===== config.mk =====
export PLATFORM = sky130hd
export DESIGN_NAME = mrm_mode_mux
export DESIGN_NICKNAME = d
export VERILOG_FILES = /design/src/rtl/mrm_pkg.sv /design/src/rtl/mrm_sync.sv /design/src/rtl/mrm_timer.sv /design/src/rtl/mrm_mode_mux.sv
export SDC_FILE = /design/constraint.sdc
export NUM_CORES = 1
export LEC_CHECK = 0
export BUFFER_PORTS_ARGS = -buffer_cell sky130_fd_sc_hd__buf_2
export CAP_MARGIN = 15
export CORE_MARGIN = 2
export CORE_UTILIZATION = 40
export CTS_BUF_LIST = sky130_fd_sc_hd__clkbuf_8
export DETAILED_ROUTE_END_ITERATION = 10
export GPL_TIMING_DRIVEN = 0
export PLACE_DENSITY_LB_ADDON = 0.05
export SYNTH_ARGS = -nofsm -noshare
export SYNTH_HDL_FRONTEND = slang
export SYNTH_HIERARCHICAL = 1
export SYNTH_SLANG_ARGS = --single-unit

===== constraint.sdc =====
create_clock -name sys_clk -period 3.1 [get_ports sys_clk]
set_input_delay 0.31 -clock sys_clk [delete_from_list [all_inputs] [get_ports sys_clk]]
set_output_delay 0.31 -clock sys_clk [all_outputs]
set_load 0.02 [all_outputs]

===== src/rtl/mrm_pkg.sv =====
// mrm_pkg: constants, types and decode helpers for the mode register
// and address mux block; shared by every design file of the block except mrm_sync.
package mrm_pkg;

  // ==========================================================
  // clock, widths and timing
  localparam int SYS_CLK_NS = 100;
  localparam int ADDR_W = 22;
  localparam int BANK_W = 3;
  localparam int MUX_LINES = 11;
  localparam int TMR_W = 11;
  localparam int SETTLE_CYC = 6;
  localparam int DLL_LOCK_CYC = 1024;
  localparam int IMP_PERIOD_NS = 100000;
  localparam int IMP_PERIOD_CYC = IMP_PERIOD_NS / SYS_CLK_NS;

  // ==========================================================
  // mode bit positions on the address lines
  localparam int M_MX = 5;
  localparam int M_DLL = 7;
  localparam int M_EXT = 8;
  localparam int M_TRM = 9;
  localparam int M_BST = 3;
  localparam int P2_M1 = 3;
  localparam int P2_M2 = 4;
  localparam int P2_M7 = 9;
  localparam logic [1:0] BST_CODE_4 = 2'h1;
  localparam logic [1:0] BST_CODE_8 = 2'h2;
  localparam logic [4:0] TOP_BST2 = 5'h15;
  localparam logic [4:0] TOP_BST4 = 5'h14;
  localparam logic [4:0] TOP_BST8 = 5'h13;

  // first and second phase address bit carried by each mux line
  localparam int PH1_BIT [MUX_LINES] = '{0, 3, 4, 5, 8, 9, 10, 13, 14, 17, 18};
  localparam int PH2_BIT [MUX_LINES] = '{20, 1, 2, 21, 6, 7, 19, 11, 12, 16, 15};

  // ==========================================================
  // register map
  localparam logic [7:0] REG_STATUS = 8'h00;
  localparam logic [7:0] REG_CTRL = 8'h04;
  localparam logic [7:0] REG_FLAGS = 8'h08;
  localparam logic [7:0] REG_LAST = 8'h0C;
  localparam logic CTRL_RST = 1'b0;

  // ==========================================================
  // types
  typedef struct packed {
    logic trm;
    logic ext;
    logic dll;
    logic mx;
    logic [1:0] bst;
    logic [2:0] cfg;
  } mrm_mode_t;
  localparam mrm_mode_t MODE_RST = '0;

  typedef struct packed {
    logic [3:0] rcy;
    logic [3:0] rl;
    logic [3:0] wl;
  } mrm_lat_t;

  typedef enum logic [1:0] {CMD_NOP, CMD_READ, CMD_WRITE, CMD_REFRESH} mrm_kind_t;
  typedef enum logic {ST_IDLE, ST_PH2} mrm_state_t;

  typedef struct packed {
    mrm_kind_t kind;
    logic [BANK_W-1:0] bank;
    logic [ADDR_W-1:0] addr;
  } mrm_cmd_t;

  typedef struct packed {
    logic cs_n;
    logic we_n;
    logic ref_n;
    logic [BANK_W-1:0] bank;
    logic [ADDR_W-1:0] addr;
  } mrm_pins_t;

  // ==========================================================
  // latency decode; reserved codes give zero
  function automatic mrm_lat_t mrm_decode_lat(input logic [2:0] cfg, input logic mx);
    mrm_lat_t l;
    logic [3:0] base;
    case (cfg)
      3'h0, 3'h1: base = 4'h4;
      3'h2: base = 4'h6;
      3'h3: base = 4'h8;
      3'h4: base = 4'h3;
      3'h5: base = 4'h5;
      default: base = 4'h0;
    endcase
    l.rcy = base;
    l.rl = (base == 4'h0) ? 4'h0 : base + {3'h0, mx};
    l.wl = (base == 4'h0) ? 4'h0 : l.rl + 4'h1;
    return l;
  endfunction : mrm_decode_lat

  // highest used address bit per burst length and organisation
  function automatic logic [4:0] mrm_addr_top(input logic [1:0] bst, input logic x18);
    logic [4:0] t;
    case (bst)
      BST_CODE_4: t = TOP_BST4;
      BST_CODE_8: t = TOP_BST8;
      default: t = TOP_BST2;
    endcase
    return t - {4'h0, x18};
  endfunction : mrm_addr_top

  // link cycles of data per burst
  function automatic logic [2:0] mrm_burst_cyc(input logic [1:0] bst);
    case (bst)
      BST_CODE_4: return 3'h2;
      BST_CODE_8: return 3'h4;
      default: return 3'h1;
    endcase
  endfunction : mrm_burst_cyc

endpackage : mrm_pkg


===== src/rtl/mrm_sync.sv =====
// mrm_sync: two flip-flop synchroniser for a vector of levels.
// assumes every bit is an independent level from another domain.
`timescale 1ns/10ps
`default_nettype none
module mrm_sync #(
  parameter int W = 1
) (
  input wire logic sys_clk,
  input wire logic srst,
  input wire logic [W-1:0] d,
  output logic [W-1:0] q
);
  logic [W-1:0] s1_r;
  logic [W-1:0] s2_r;

  always_ff @(posedge sys_clk) begin
    if (srst) begin
      s1_r <= '0;
      s2_r <= '0;
    end else begin
      s1_r <= d;
      s2_r <= s1_r;
    end
  end

  assign q = s2_r;
endmodule : mrm_sync
`default_nettype wire


===== src/rtl/mrm_timer.sv =====
// mrm_timer: loadable down counter advanced by a tick enable.
// assumes start and tick are on sys_clk; done pulses when it reaches zero.
`timescale 1ns/10ps
`default_nettype none
module mrm_timer
  import mrm_pkg::*;
#(
  parameter int W = TMR_W
) (
  input wire logic sys_clk,
  input wire logic srst,
  input wire logic start,
  input wire logic [W-1:0] len,
  input wire logic tick,
  output logic busy,
  output logic done
);
  logic [W-1:0] cnt_r;
  logic [W-1:0] cnt_nxt;
  logic done_r;
  logic done_nxt;

  always_comb begin
    cnt_nxt = cnt_r;
    done_nxt = 1'b0;
    if (start) begin
      cnt_nxt = len;
    end else if (tick && cnt_r != '0) begin
      cnt_nxt = cnt_r - W'(1);
      done_nxt = (cnt_r == W'(1));
    end
  end

  always_ff @(posedge sys_clk) begin
    if (srst) begin
      cnt_r <= '0;
      done_r <= 1'b0;
    end else begin
      cnt_r <= cnt_nxt;
      done_r <= done_nxt;
    end
  end

  assign busy = (cnt_r != '0);
  assign done = done_r;
endmodule : mrm_timer
`default_nettype wire


===== src/rtl/mrm_mode_mux.sv =====
// mrm_mode_mux: mode register load decode, two phase address mux,
// loop lock wait, impedance update timing and termination switching.
// assumes command pins and the command clock are asynchronous to sys_clk
// and slow enough to be sampled; registers sit on an AHB-Lite slave.
//
// Operation
// mux mode config code is second-phase 4, 3 and first-phase 0.
// write latency equals read latency plus one.
// multiplexed address mode adds one cycle to both latencies.
// controller keeps three-cycle row cycle, four for write then read.
// controller never picks burst eight with configuration 1 or 4.
// controller drives address 10 to 18 low in a mux load.
// mux load ignores second-phase line 8 and the bank bits.
// mux load takes mode bits from the documented first and second lines.
// burst lengths 2, 4 and 8 from the burst field.
// used address width shrinks with burst length and wider organisation.
// controller treats data as stale after a burst length change.
// loop starts off; 1024 clocks of lock before any read.
// controller relocks by loading loop low, settle, high, then wait.
// external impedance matching resamples the resistor periodically.
// impedance bit low gives internal 50 ohm, still updated periodically.
// mux access takes bank and first phase, second phase next edge.
// refresh needs only the bank, one cycle, may run back to back.
// mux mode carries addresses on eleven lines over two edges.
// mux line to address bit map for each phase.
// termination only on data in, data out and write mask.
// output termination off while read data drive, inputs always on.
// controller loads the mode register only with all banks idle.
// load with bit 5 high enters mux mode after the settle time.
// flat mode config on lines 2 to 0, latency one lower.
// decoded mode held between loads, applied after settle time.
`timescale 1ns/10ps
`default_nettype none
module mrm_mode_mux
  import mrm_pkg::*;
#(
  parameter int IMP_CYC = IMP_PERIOD_CYC
) (
  input wire logic sys_clk,
  input wire logic srst,
  input wire logic hsel,
  input wire logic [31:0] haddr,
  input wire logic [1:0] htrans,
  input wire logic hwrite,
  input wire logic [2:0] hsize,
  input wire logic [31:0] hwdata,
  input wire logic hready,
  output logic hreadyout,
  output logic hresp,
  output logic [31:0] hrdata,
  input wire logic link_clk,
  input wire logic cs_n,
  input wire logic we_n,
  input wire logic ref_n,
  input wire logic [BANK_W-1:0] bank_select_bits,
  input wire logic [ADDR_W-1:0] addr_pin,
  output var mrm_mode_t mode_o,
  output var mrm_lat_t lat_o,
  output var mrm_cmd_t cmd_o,
  output logic cmd_valid,
  output logic [4:0] addr_top_o,
  output logic dll_locked,
  output logic imp_ext_sel,
  output logic imp_update,
  output logic q_drive,
  output logic term_d_on,
  output logic term_wm_on,
  output logic term_q_on
);
  localparam int PIN_W = $bits(mrm_pins_t);

  // ==========================================================
  // pin synchronisers and command clock edge
  logic [PIN_W:0] s_out;
  mrm_pins_t pin_s;
  mrm_pins_t pin_d_r;
  logic clk_s;
  logic clk_d_r;
  logic link_rise;

  mrm_sync #(.W(PIN_W + 1)) u_sync (
    .sys_clk(sys_clk),
    .srst(srst),
    .d({link_clk, cs_n, we_n, ref_n, bank_select_bits, addr_pin}),
    .q(s_out)
  );
  assign {clk_s, pin_s} = s_out;

  // pins are taken one sample before the seen edge so they stand settled
  always_ff @(posedge sys_clk) begin
    if (srst) begin
      clk_d_r <= 1'b0;
      pin_d_r <= '1;
    end else begin
      clk_d_r <= clk_s;
      pin_d_r <= pin_s;
    end
  end
  assign link_rise = clk_s & ~clk_d_r;

  logic sel;
  logic is_ld;
  logic is_rd;
  logic is_wr;
  logic is_ref;
  assign sel = link_rise & ~pin_d_r.cs_n;
  assign is_ld = sel & ~pin_d_r.we_n & ~pin_d_r.ref_n;
  assign is_rd = sel & pin_d_r.we_n & pin_d_r.ref_n;
  assign is_wr = sel & ~pin_d_r.we_n & pin_d_r.ref_n;
  assign is_ref = sel & pin_d_r.we_n & ~pin_d_r.ref_n;

  // ==========================================================
  // applied mode and settle state
  mrm_mode_t mode_r;
  mrm_mode_t mode_nxt;
  mrm_mode_t new_mode_r;
  mrm_mode_t new_mode_nxt;
  mrm_lat_t lat_r;
  mrm_lat_t lat_nxt;
  logic load_r;
  logic load_nxt;
  logic ctrl_x18_r;
  logic set_busy;
  logic set_done;

  // ==========================================================
  // two phase address assembly
  mrm_state_t st_r;
  mrm_state_t st_nxt;
  logic [ADDR_W-1:0] hold_raw_r;
  logic [ADDR_W-1:0] hold_raw_nxt;
  logic [BANK_W-1:0] hold_bank_r;
  logic [BANK_W-1:0] hold_bank_nxt;
  mrm_kind_t hold_kind_r;
  mrm_kind_t hold_kind_nxt;
  logic hold_ld_r;
  logic hold_ld_nxt;
  mrm_cmd_t cmd_r;
  mrm_cmd_t cmd_nxt;
  logic cmd_valid_r;
  logic cmd_valid_nxt;
  wire [ADDR_W-1:0] mux_addr;
  logic [4:0] top;
  logic [ADDR_W:0] mask_w;
  logic [ADDR_W-1:0] addr_mask;
  mrm_mode_t nm_flat;
  mrm_mode_t nm_mux;

  // line to bit map
  // eleven line split
  for (genvar g = 0; g < MUX_LINES; g++) begin : g_map
    assign mux_addr[PH1_BIT[g]] = hold_raw_r[PH1_BIT[g]];
    assign mux_addr[PH2_BIT[g]] = pin_d_r.addr[PH1_BIT[g]];
  end

  // burst sets width
  assign top = mrm_addr_top(mode_r.bst, ctrl_x18_r);
  assign mask_w = ((ADDR_W + 1)'(1) << (top + 5'h01)) - (ADDR_W + 1)'(1);
  assign addr_mask = mask_w[ADDR_W-1:0];

  always_comb begin
    // flat load decode
    nm_flat.cfg = pin_d_r.addr[2:0];
    nm_flat.bst = pin_d_r.addr[M_BST+1:M_BST];
    nm_flat.mx = pin_d_r.addr[M_MX];
    nm_flat.dll = pin_d_r.addr[M_DLL];
    nm_flat.ext = pin_d_r.addr[M_EXT];
    nm_flat.trm = pin_d_r.addr[M_TRM];
    // mux load mapping
    // config from both phases
    // line 8 and bank ignored
    nm_mux.cfg = {pin_d_r.addr[P2_M2], pin_d_r.addr[P2_M1], hold_raw_r[0]};
    nm_mux.bst = hold_raw_r[M_BST+1:M_BST];
    nm_mux.mx = hold_raw_r[M_MX];
    nm_mux.dll = pin_d_r.addr[P2_M7];
    nm_mux.ext = hold_raw_r[M_EXT];
    nm_mux.trm = hold_raw_r[M_TRM];
  end

  always_comb begin
    st_nxt = st_r;
    hold_raw_nxt = hold_raw_r;
    hold_bank_nxt = hold_bank_r;
    hold_kind_nxt = hold_kind_r;
    hold_ld_nxt = hold_ld_r;
    cmd_nxt = cmd_r;
    cmd_valid_nxt = 1'b0;
    load_nxt = 1'b0;
    new_mode_nxt = new_mode_r;
    case (st_r)
      ST_IDLE: begin
        if (is_ref) begin
          // single cycle refresh
          cmd_nxt.kind = CMD_REFRESH;
          cmd_nxt.bank = pin_d_r.bank;
          cmd_nxt.addr = '0;
          cmd_valid_nxt = 1'b1;
        end else if ((is_rd | is_wr | is_ld) && mode_r.mx) begin
          // first phase with bank
          st_nxt = ST_PH2;
          hold_raw_nxt = pin_d_r.addr;
          hold_bank_nxt = pin_d_r.bank;
          hold_kind_nxt = is_rd ? CMD_READ : CMD_WRITE;
          hold_ld_nxt = is_ld;
        end else if (is_rd | is_wr) begin
          cmd_nxt.kind = is_rd ? CMD_READ : CMD_WRITE;
          cmd_nxt.bank = pin_d_r.bank;
          cmd_nxt.addr = pin_d_r.addr & addr_mask;
          cmd_valid_nxt = 1'b1;
        end else if (is_ld) begin
          load_nxt = 1'b1;
          new_mode_nxt = nm_flat;
        end
      end
      ST_PH2: begin
        if (link_rise) begin
          // second phase next edge
          st_nxt = ST_IDLE;
          if (hold_ld_r) begin
            load_nxt = 1'b1;
            new_mode_nxt = nm_mux;
          end else begin
            cmd_nxt.kind = hold_kind_r;
            cmd_nxt.bank = hold_bank_r;
            cmd_nxt.addr = mux_addr & addr_mask;
            cmd_valid_nxt = 1'b1;
          end
        end
      end
      default: st_nxt = ST_IDLE;
    endcase
  end

  always_ff @(posedge sys_clk) begin
    if (srst) begin
      st_r <= ST_IDLE;
      hold_raw_r <= '0;
      hold_bank_r <= '0;
      hold_kind_r <= CMD_NOP;
      hold_ld_r <= 1'b0;
      cmd_r <= '0;
      cmd_valid_r <= 1'b0;
      load_r <= 1'b0;
      new_mode_r <= MODE_RST;
    end else begin
      st_r <= st_nxt;
      hold_raw_r <= hold_raw_nxt;
      hold_bank_r <= hold_bank_nxt;
      hold_kind_r <= hold_kind_nxt;
      hold_ld_r <= hold_ld_nxt;
      cmd_r <= cmd_nxt;
      cmd_valid_r <= cmd_valid_nxt;
      load_r <= load_nxt;
      new_mode_r <= new_mode_nxt;
    end
  end

  // ==========================================================
  // settle, loop lock and impedance timers
  logic lock_busy;
  logic lock_done;
  logic dll_start;
  logic locked_r;
  logic locked_nxt;
  logic imp_busy;

  // apply after settle
  mrm_timer u_settle (
    .sys_clk(sys_clk),
    .srst(srst),
    .start(load_r),
    .len(TMR_W'(SETTLE_CYC)),
    .tick(link_rise),
    .busy(set_busy),
    .done(set_done)
  );

  // lock wait count
  assign dll_start = set_done & new_mode_r.dll & ~mode_r.dll;
  mrm_timer u_lock (
    .sys_clk(sys_clk),
    .srst(srst),
    .start(dll_start),
    .len(TMR_W'(DLL_LOCK_CYC)),
    .tick(link_rise),
    .busy(lock_busy),
    .done(lock_done)
  );

  // periodic resistor sample
  // internal impedance update
  mrm_timer u_imp (
    .sys_clk(sys_clk),
    .srst(srst),
    .start(~imp_busy),
    .len(TMR_W'(IMP_CYC)),
    .tick(1'b1),
    .busy(imp_busy),
    .done(imp_update)
  );

  always_comb begin
    // hold between loads
    // mux mode after settle
    mode_nxt = set_done ? new_mode_r : mode_r;
    // write one over read
    // mux adds one
    lat_nxt = mrm_decode_lat(mode_nxt.cfg, mode_nxt.mx);
    locked_nxt = locked_r;
    if (set_done && !new_mode_r.dll) begin
      locked_nxt = 1'b0;
    end else if (lock_done && mode_r.dll) begin
      locked_nxt = 1'b1;
    end
  end

  always_ff @(posedge sys_clk) begin
    if (srst) begin
      mode_r <= MODE_RST;
      lat_r <= mrm_decode_lat(MODE_RST.cfg, MODE_RST.mx);
      locked_r <= 1'b0;
    end else begin
      mode_r <= mode_nxt;
      lat_r <= lat_nxt;
      locked_r <= locked_nxt;
    end
  end

  // ==========================================================
  // read data window and termination
  logic [3:0] rd_wait_r;
  logic [3:0] rd_wait_nxt;
  logic [2:0] rd_left_r;
  logic [2:0] rd_left_nxt;

  always_comb begin
    rd_wait_nxt = rd_wait_r;
    rd_left_nxt = rd_left_r;
    if (link_rise) begin
      if (rd_wait_r != 4'h0) begin
        rd_wait_nxt = rd_wait_r - 4'h1;
        if (rd_wait_r == 4'h1) begin
          // burst length cycles
          rd_left_nxt = mrm_burst_cyc(mode_r.bst);
        end
      end else if (rd_left_r != 3'h0) begin
        rd_left_nxt = rd_left_r - 3'h1;
      end
    end
    if (cmd_valid_r && cmd_r.kind == CMD_READ) begin
      rd_wait_nxt = lat_r.rl - {3'h0, mode_r.mx};
    end
  end

  always_ff @(posedge sys_clk) begin
    if (srst) begin
      rd_wait_r <= 4'h0;
      rd_left_r <= 3'h0;
    end else begin
      rd_wait_r <= rd_wait_nxt;
      rd_left_r <= rd_left_nxt;
    end
  end

  // data and mask terminated
  assign term_d_on = mode_r.trm;
  assign term_wm_on = mode_r.trm;
  // outputs unterminated while driving
  assign q_drive = (rd_left_r != 3'h0);
  assign term_q_on = mode_r.trm & ~q_drive;

  // ==========================================================
  // AHB-Lite register slave, zero wait states
  logic ap;
  logic wr_pend_r;
  logic wr_pend_nxt;
  logic [7:0] wr_addr_r;
  logic [7:0] wr_addr_nxt;
  logic [31:0] hrdata_r;
  logic [31:0] hrdata_nxt;
  logic ctrl_x18_nxt;
  logic early_r;
  logic early_nxt;
  logic early_set;
  logic cfg_rsv;

  assign ap = hsel & hready & htrans[1];
  assign cfg_rsv = (lat_r.rl == 4'h0);
  // read before lock flagged
  assign early_set = cmd_valid_r & (cmd_r.kind == CMD_READ) & ~locked_r;

  always_comb begin
    wr_pend_nxt = ap & hwrite;
    wr_addr_nxt = ap ? haddr[7:0] : wr_addr_r;
    hrdata_nxt = hrdata_r;
    if (ap && !hwrite) begin
      case (haddr[7:0])
        REG_STATUS: hrdata_nxt = {8'h00, lat_r, cfg_rsv, locked_r, set_busy, mode_r};
        REG_CTRL: hrdata_nxt = {31'h00000000, ctrl_x18_r};
        REG_FLAGS: hrdata_nxt = {31'h00000000, early_r};
        REG_LAST: hrdata_nxt = {5'h00, cmd_r};
        default: hrdata_nxt = 32'h00000000;
      endcase
    end
    ctrl_x18_nxt = ctrl_x18_r;
    if (wr_pend_r && wr_addr_r == REG_CTRL) begin
      ctrl_x18_nxt = hwdata[0];
    end
    early_nxt = early_set | (early_r & ~(wr_pend_r && wr_addr_r == REG_FLAGS && hwdata[0]));
  end

  always_ff @(posedge sys_clk) begin
    if (srst) begin
      wr_pend_r <= 1'b0;
      wr_addr_r <= 8'h00;
      hrdata_r <= 32'h00000000;
      ctrl_x18_r <= CTRL_RST;
      early_r <= 1'b0;
    end else begin
      wr_pend_r <= wr_pend_nxt;
      wr_addr_r <= wr_addr_nxt;
      hrdata_r <= hrdata_nxt;
      ctrl_x18_r <= ctrl_x18_nxt;
      early_r <= early_nxt;
    end
  end

  assign hreadyout = 1'b1;
  assign hresp = 1'b0;
  assign hrdata = hrdata_r;
  assign mode_o = mode_r;
  assign lat_o = lat_r;
  assign cmd_o = cmd_r;
  assign cmd_valid = cmd_valid_r;
  assign addr_top_o = top;
  assign dll_locked = locked_r;
  assign imp_ext_sel = mode_r.ext;

  logic [TMR_W-1:0] lk_cnt_r;
  always_ff @(posedge sys_clk) begin
    if (srst || dll_start) begin
      lk_cnt_r <= '0;
    end else if (link_rise && lock_busy) begin
      lk_cnt_r <= lk_cnt_r + TMR_W'(1);
    end
  end
endmodule : mrm_mode_mux
`default_nettype wire


# Yosys cells after proc, flatten, opt, wreduce, memory -nomap -nowiden
# Index checks and enable logic that the tools add are counted.
# W data, S select, Z words.
# totals
word_cells	213
ff_bits	259
output_inout_bits	95
# op_classes
reduce_logical	39
muxes	49
n_addsub	11
n_bitwise	35
eq_ne	27
shift	1
# ops
op	count
$mux W27	5
$pmux W27 S4	1
$mux W9	6
$pmux W27 S2	1
$and A22 B22 Y22	2
$eq A11 B1 Y1 const B	3
$reduce_bool A11 Y1	3
$sub A11 B1 Y11 const B	3
$eq A8 B4 Y1 const B	3
$mux W11	2
$shl A1 B5 Y22 const A	1
$sub A22 B2 Y22 const B	1
$pmux W4 S5	1
$mux W3	6
$pmux W9 S2	1
$and A1 B1 Y1	17
$eq A8 B3 Y1 const B	2
$mux W4	4
$mux W1	14
$not A1 Y1	13
$ne A2 B2 Y1 const B	6
$pmux W3 S2	2
$reduce_or A2 Y1	6
$logic_and A1 B1 Y1	10
32 further kinds	49

# Logic depth before layout (Yosys ltp)
# depth
depth_word	11
mapped_depth	15

# Cells and area by module
# Netlist, hierarchy kept.
# modules_own_cells
module	instances	seq_area_each_um2	cells_each	area_each_um2
mrm_mode_mux	1	3042.9	764	6892.9
mrm_sync	1	1161.1	122	1569.0
mrm_timer (u_imp ...)	2	240.2	87	723.2
mrm_timer (u_settle)	1	240.2	89	743.2

# Least setup slack after synthesis
# Ideal clock, no wire load.
# synth_path
path_type	register to register
from	register mode_r, in the netlist mode_o[3]
to	register cmd_r, in the netlist cmd_o[20]
path_stages_with_launch	14
period_less_slack_ns	3.075
path_slack_ns	0.025
setup_ns	0.071
t_arrival_ns	3.005
cell_sequence	dfxtp_1 -> ha_1 -> ha_1 -> inv_1 -> ha_1 -> buf_2 -> clkbuf_1 -> nand4_1 -> ha_1 -> clkbuf_1 -> nand2_1 -> a211oi_1 -> or4_1 -> a21oi_1
# synth_between
elab_chain_len	11
# synth_lines
item	line_no	source
from (decl)	mrm_mode_mux.sv:114	mrm_mode_t mode_r;
from (signal assigned)	mrm_mode_mux.sv:323	mode_r <= mode_nxt;
$eq A2 B2 Y1 / $eq A2 B1 Y1 (equally long branches)	mrm_pkg.sv:102	case (bst)
$pmux W3 S2 (*)	mrm_pkg.sv:102	
$sub A5 B1 Y5 (*)	mrm_pkg.sv:107	return t - {4'h0, x18};
named net addr_top_o[1]	mrm_mode_mux.sv:61	output logic [4:0] addr_top_o,
$add A5 B1 Y5 (*)	mrm_mode_mux.sv:158	assign mask_w = ((ADDR_W + 1)'(1) << (top + 5'h01)) - (ADDR_W + 1)'(1);
$shl A1 B5 Y22 (*)	mrm_mode_mux.sv:158	
$sub A22 B2 Y22 (*)	mrm_mode_mux.sv:158	
$and A22 B22 Y22	mrm_mode_mux.sv:208	cmd_nxt.addr = pin_d_r.addr & addr_mask;
$mux W27	mrm_mode_mux.sv:205	end else if (is_rd | is_wr) begin
$mux W27	mrm_mode_mux.sv:198	end else if ((is_rd | is_wr | is_ld) && mode_r.mx) begin
$mux W27	mrm_mode_mux.sv:192	if (is_ref) begin
$pmux W27 S2 (*)	mrm_mode_mux.sv:190	case (st_r)
to (signal assigned)	mrm_mode_mux.sv:251	cmd_r <= cmd_nxt;
to (decl)	mrm_mode_mux.sv:138	mrm_cmd_t cmd_r;
# Mark *: on every way through the listed nets, which the timed path passes. The rest lies on a longest branch. The select of a mux whose other input is x is not followed.
# A chain may end at the register's enable or synchronous reset.

# Final worst setup path
# layout_path
from	register mode_r, in the netlist mode_o[4]
to	register cmd_r, in the netlist cmd_o[20]
# layout_between
elab_chain_len	11
# layout_lines
item	line_no
$eq A2 B2 Y1 / $eq A2 B1 Y1 (equally long branches)	mrm_pkg.sv:102
$pmux W3 S2 (*)	mrm_pkg.sv:102
$sub A5 B1 Y5 (*)	mrm_pkg.sv:107
$add A5 B1 Y5 (*)	mrm_mode_mux.sv:158
$shl A1 B5 Y22 (*)	mrm_mode_mux.sv:158
$sub A22 B2 Y22 (*)	mrm_mode_mux.sv:158
$and A22 B22 Y22	mrm_mode_mux.sv:208
$mux W27	mrm_mode_mux.sv:205
$mux W27	mrm_mode_mux.sv:198
$mux W27	mrm_mode_mux.sv:192
$pmux W27 S2 (*)	mrm_mode_mux.sv:190
# Every way passes the cells marked *; elsewhere a longest branch is shown, timed or not. The select of a mux whose other input is x is not followed.

==> results.md <==
- Status: completed
- Rel. slew slack: 45.87%
- CTS max path bufs: 3
- Area grow syn2layout: 23.95%
- Routed Antenna Nets: 0
- Worst path required time: 3580 ps
- Worst Hold Endpoint: wr_addr_r[2]
- Worst R2R End: cmd_o[20]
- Fill count: 2,555
- GRT overflow: 0
- Mapped Avg Cell Area: approximately 9.3 µm²
- R2r worst-path depth: 13
- CP Class: flop to flop
- # setup viols final: 0
- Initial drt markers: 405
- HP Start: haddr[2]
- Max frequency: 341.9 MHz
- Core Footprint: 26,060 µm²
- Worst skew pair latency: 560 ps
- Layout cell share with drive strength beyond 1: 21.36%
- Drt drc: 0
- First-pass GRT wire length: 46,680 µm
- # nets final: 1,527
- Leak: about 0.0056 µW
- Critical Path Start Type: flop
- Routed WL per cell: around 17 µm
- WP data arrival: 3410 ps
- GP Congestion: 0.8985
- Worst Hold Depth: 3
- Port Buffers: 130
- Ant. Diodes: 0
- Die Area: ~28,000 µm²
- Crit. Startpoint: mode_o[4]
- Die W: 167.1 µm
- Worst Hold Slack: 30.22 ps
- Storage element area: 4927 µm²
- Final HPWL DP: around 21,000 µm
- Reg-to-reg critical path startpoint: mode_o[4]
- Cells after synthesis: roughly 1,100
- Tmin final: 2925 ps
- Top Ports: 198
- Total number of vias: 8,943
- Final count of hold timing violations: 0
- WL final: roughly 29,000 µm
- First-pass DRT Iterations: 5
- FF-to-FF setup slack: 180 ps
- Number of clock sinks: 246
- Chip height: 167.1 µm
- Final clock skew: about 33 ps
- Gr usage total: a little over 20%
- Multi-input logic area: 5353 µm²
- Pwr/cell area: 562.1 nW/µm²
- Post-DP Area: 11,880 µm²
- Clock-pin slew on the worst setup and hold paths: 60 ps
- H-tree Lvls: 2
- Fin crit share: between 90% and 100%
- Finished Cell Area: 13,200 µm²
- Fin. max-slew vios: 0
- CP max FO: 10
- Worst Max-Slew Pin Slew: about 810 ps
- Post-synthesis cell area: about 11,000 µm²
- Hold crit path type: input pin to flop
- CTS tree: yes
- Root Driver: clkbuf_8
- Row cnt: between 50 and 60
- Peak VDD IR: 0.3197 mV
- Vias/cell: between 5 and 6
- Crit path capture type: flop
- Total CTS buffers: 43
- Starting Density: 40.85%
- Number of global-route vias before repair: 8,664
- Yosys synthesis warning count: 6
- Largest net degree at the start of global routing: 19
- Maxcap violations: 0
- Initial antenna violation count: 0
-- state kept, by name (all words and copies together) (netlist names), 12 cells and up --
name,count
pin_d_r,14
u_sync/s1_r,29
cmd_o,27
u_sync/q,29
hrdata,27
lat_o,12
-- cells in the final DEF, fill, tap and decap left out, types with 36 or more instances in the layout --
cell type and instances:
nor2b_1 71, a21oi_1 54, inv_1 58, buf_2 148, dlygate4sd3_1 36, conb_1 45, clkbuf_8 49, clkbuf_1 38
dfxtp_1 244, nor2_1 118, nand2_1 74, mux2i_1 42
-- final cells by class --
type	instances	share of cell area, %
clock buffer	49	5.111
clock inverter	23	1.640
tap	335	3.177
timing repair buffer	167	7.719
buffer	79	3.063
multi-input combinational	816	40.56
sequential	246	37.34
inverter	48	1.384
-- report_power, final --
part | leakage, µW | internal (µW) | switching [µW]
Clock | 0.000501 | 1780 | 1330
Combinational | 0.00307 | 385 | 519
Sequential | 0.00201 | 3300 | 105
Total | 0.00558 | 5460 | 1960
-- worst max-delay path by stage --
stage	depth (start not counted)	slack, ps	to
2_1_floorplan	13	20	cmd_o[20]
3_3_place_gp	14	-270	cmd_o[6]
3_5_place_dp	14	-260	cmd_o[6]
4_1_cts	14	4	cmd_o[6]
5_1_grt	13	-9	cmd_o[20]
6_report	13	180	cmd_o[20]
-- per-stage QoR --
step           power [µW]  setup slack (ps)  TNS (ps)  utilization, %  cells
2_1_floorplan        4090             24.59         0               -   1191
6_report             7418             175.1         0           50.64   1763
4_1_cts              7511             3.602         0           50.38   1763
5_1_grt              7779            -8.776    -8.776           50.64   1763
3_3_place_gp         4330            -266.4     -1766           45.58   1656
3_5_place_dp         4344            -264.4     -1647           45.58   1656
-- worst max-delay path, cell delays in order, from the launching register on --
cell and delay [ps]:
dfxtp_2 390, inv_1 70, ha_1 210, ha_1 220
ha_1 200, ha_1 260, clkbuf_4 190, inv_4 120
nand4_1 170, ha_4 250, nand2_1 60, a211oi_1 40
or4_1 540, a21oi_1 160
-- what timing repair did --
item | 4_1_cts | 5_1_grt
hold endpoints to repair | 36 | 0
gates resized for setup | 4 | 18
buffers inserted | 0 | 1
hold buffers | 36 | 0
cloned | 0 | 0
endpoints found under the setup margin | 10 | 11
-- routing by layer --
| layer | up-vias | track usage [%] | wire, µm |
|---|---|---|---|
| met5 | - | 0 | 0 |
| li1 | 4526 | - | - |
| met2 | 245 | 34.01 | 13400 |
| met3 | 49 | 3.593 | 1449 |
| met1 | 4123 | 27.63 | 13580 |
| met4 | 0 | 6.763 | 688 |
No activity file was read; power rests on OpenSTA's default activity.
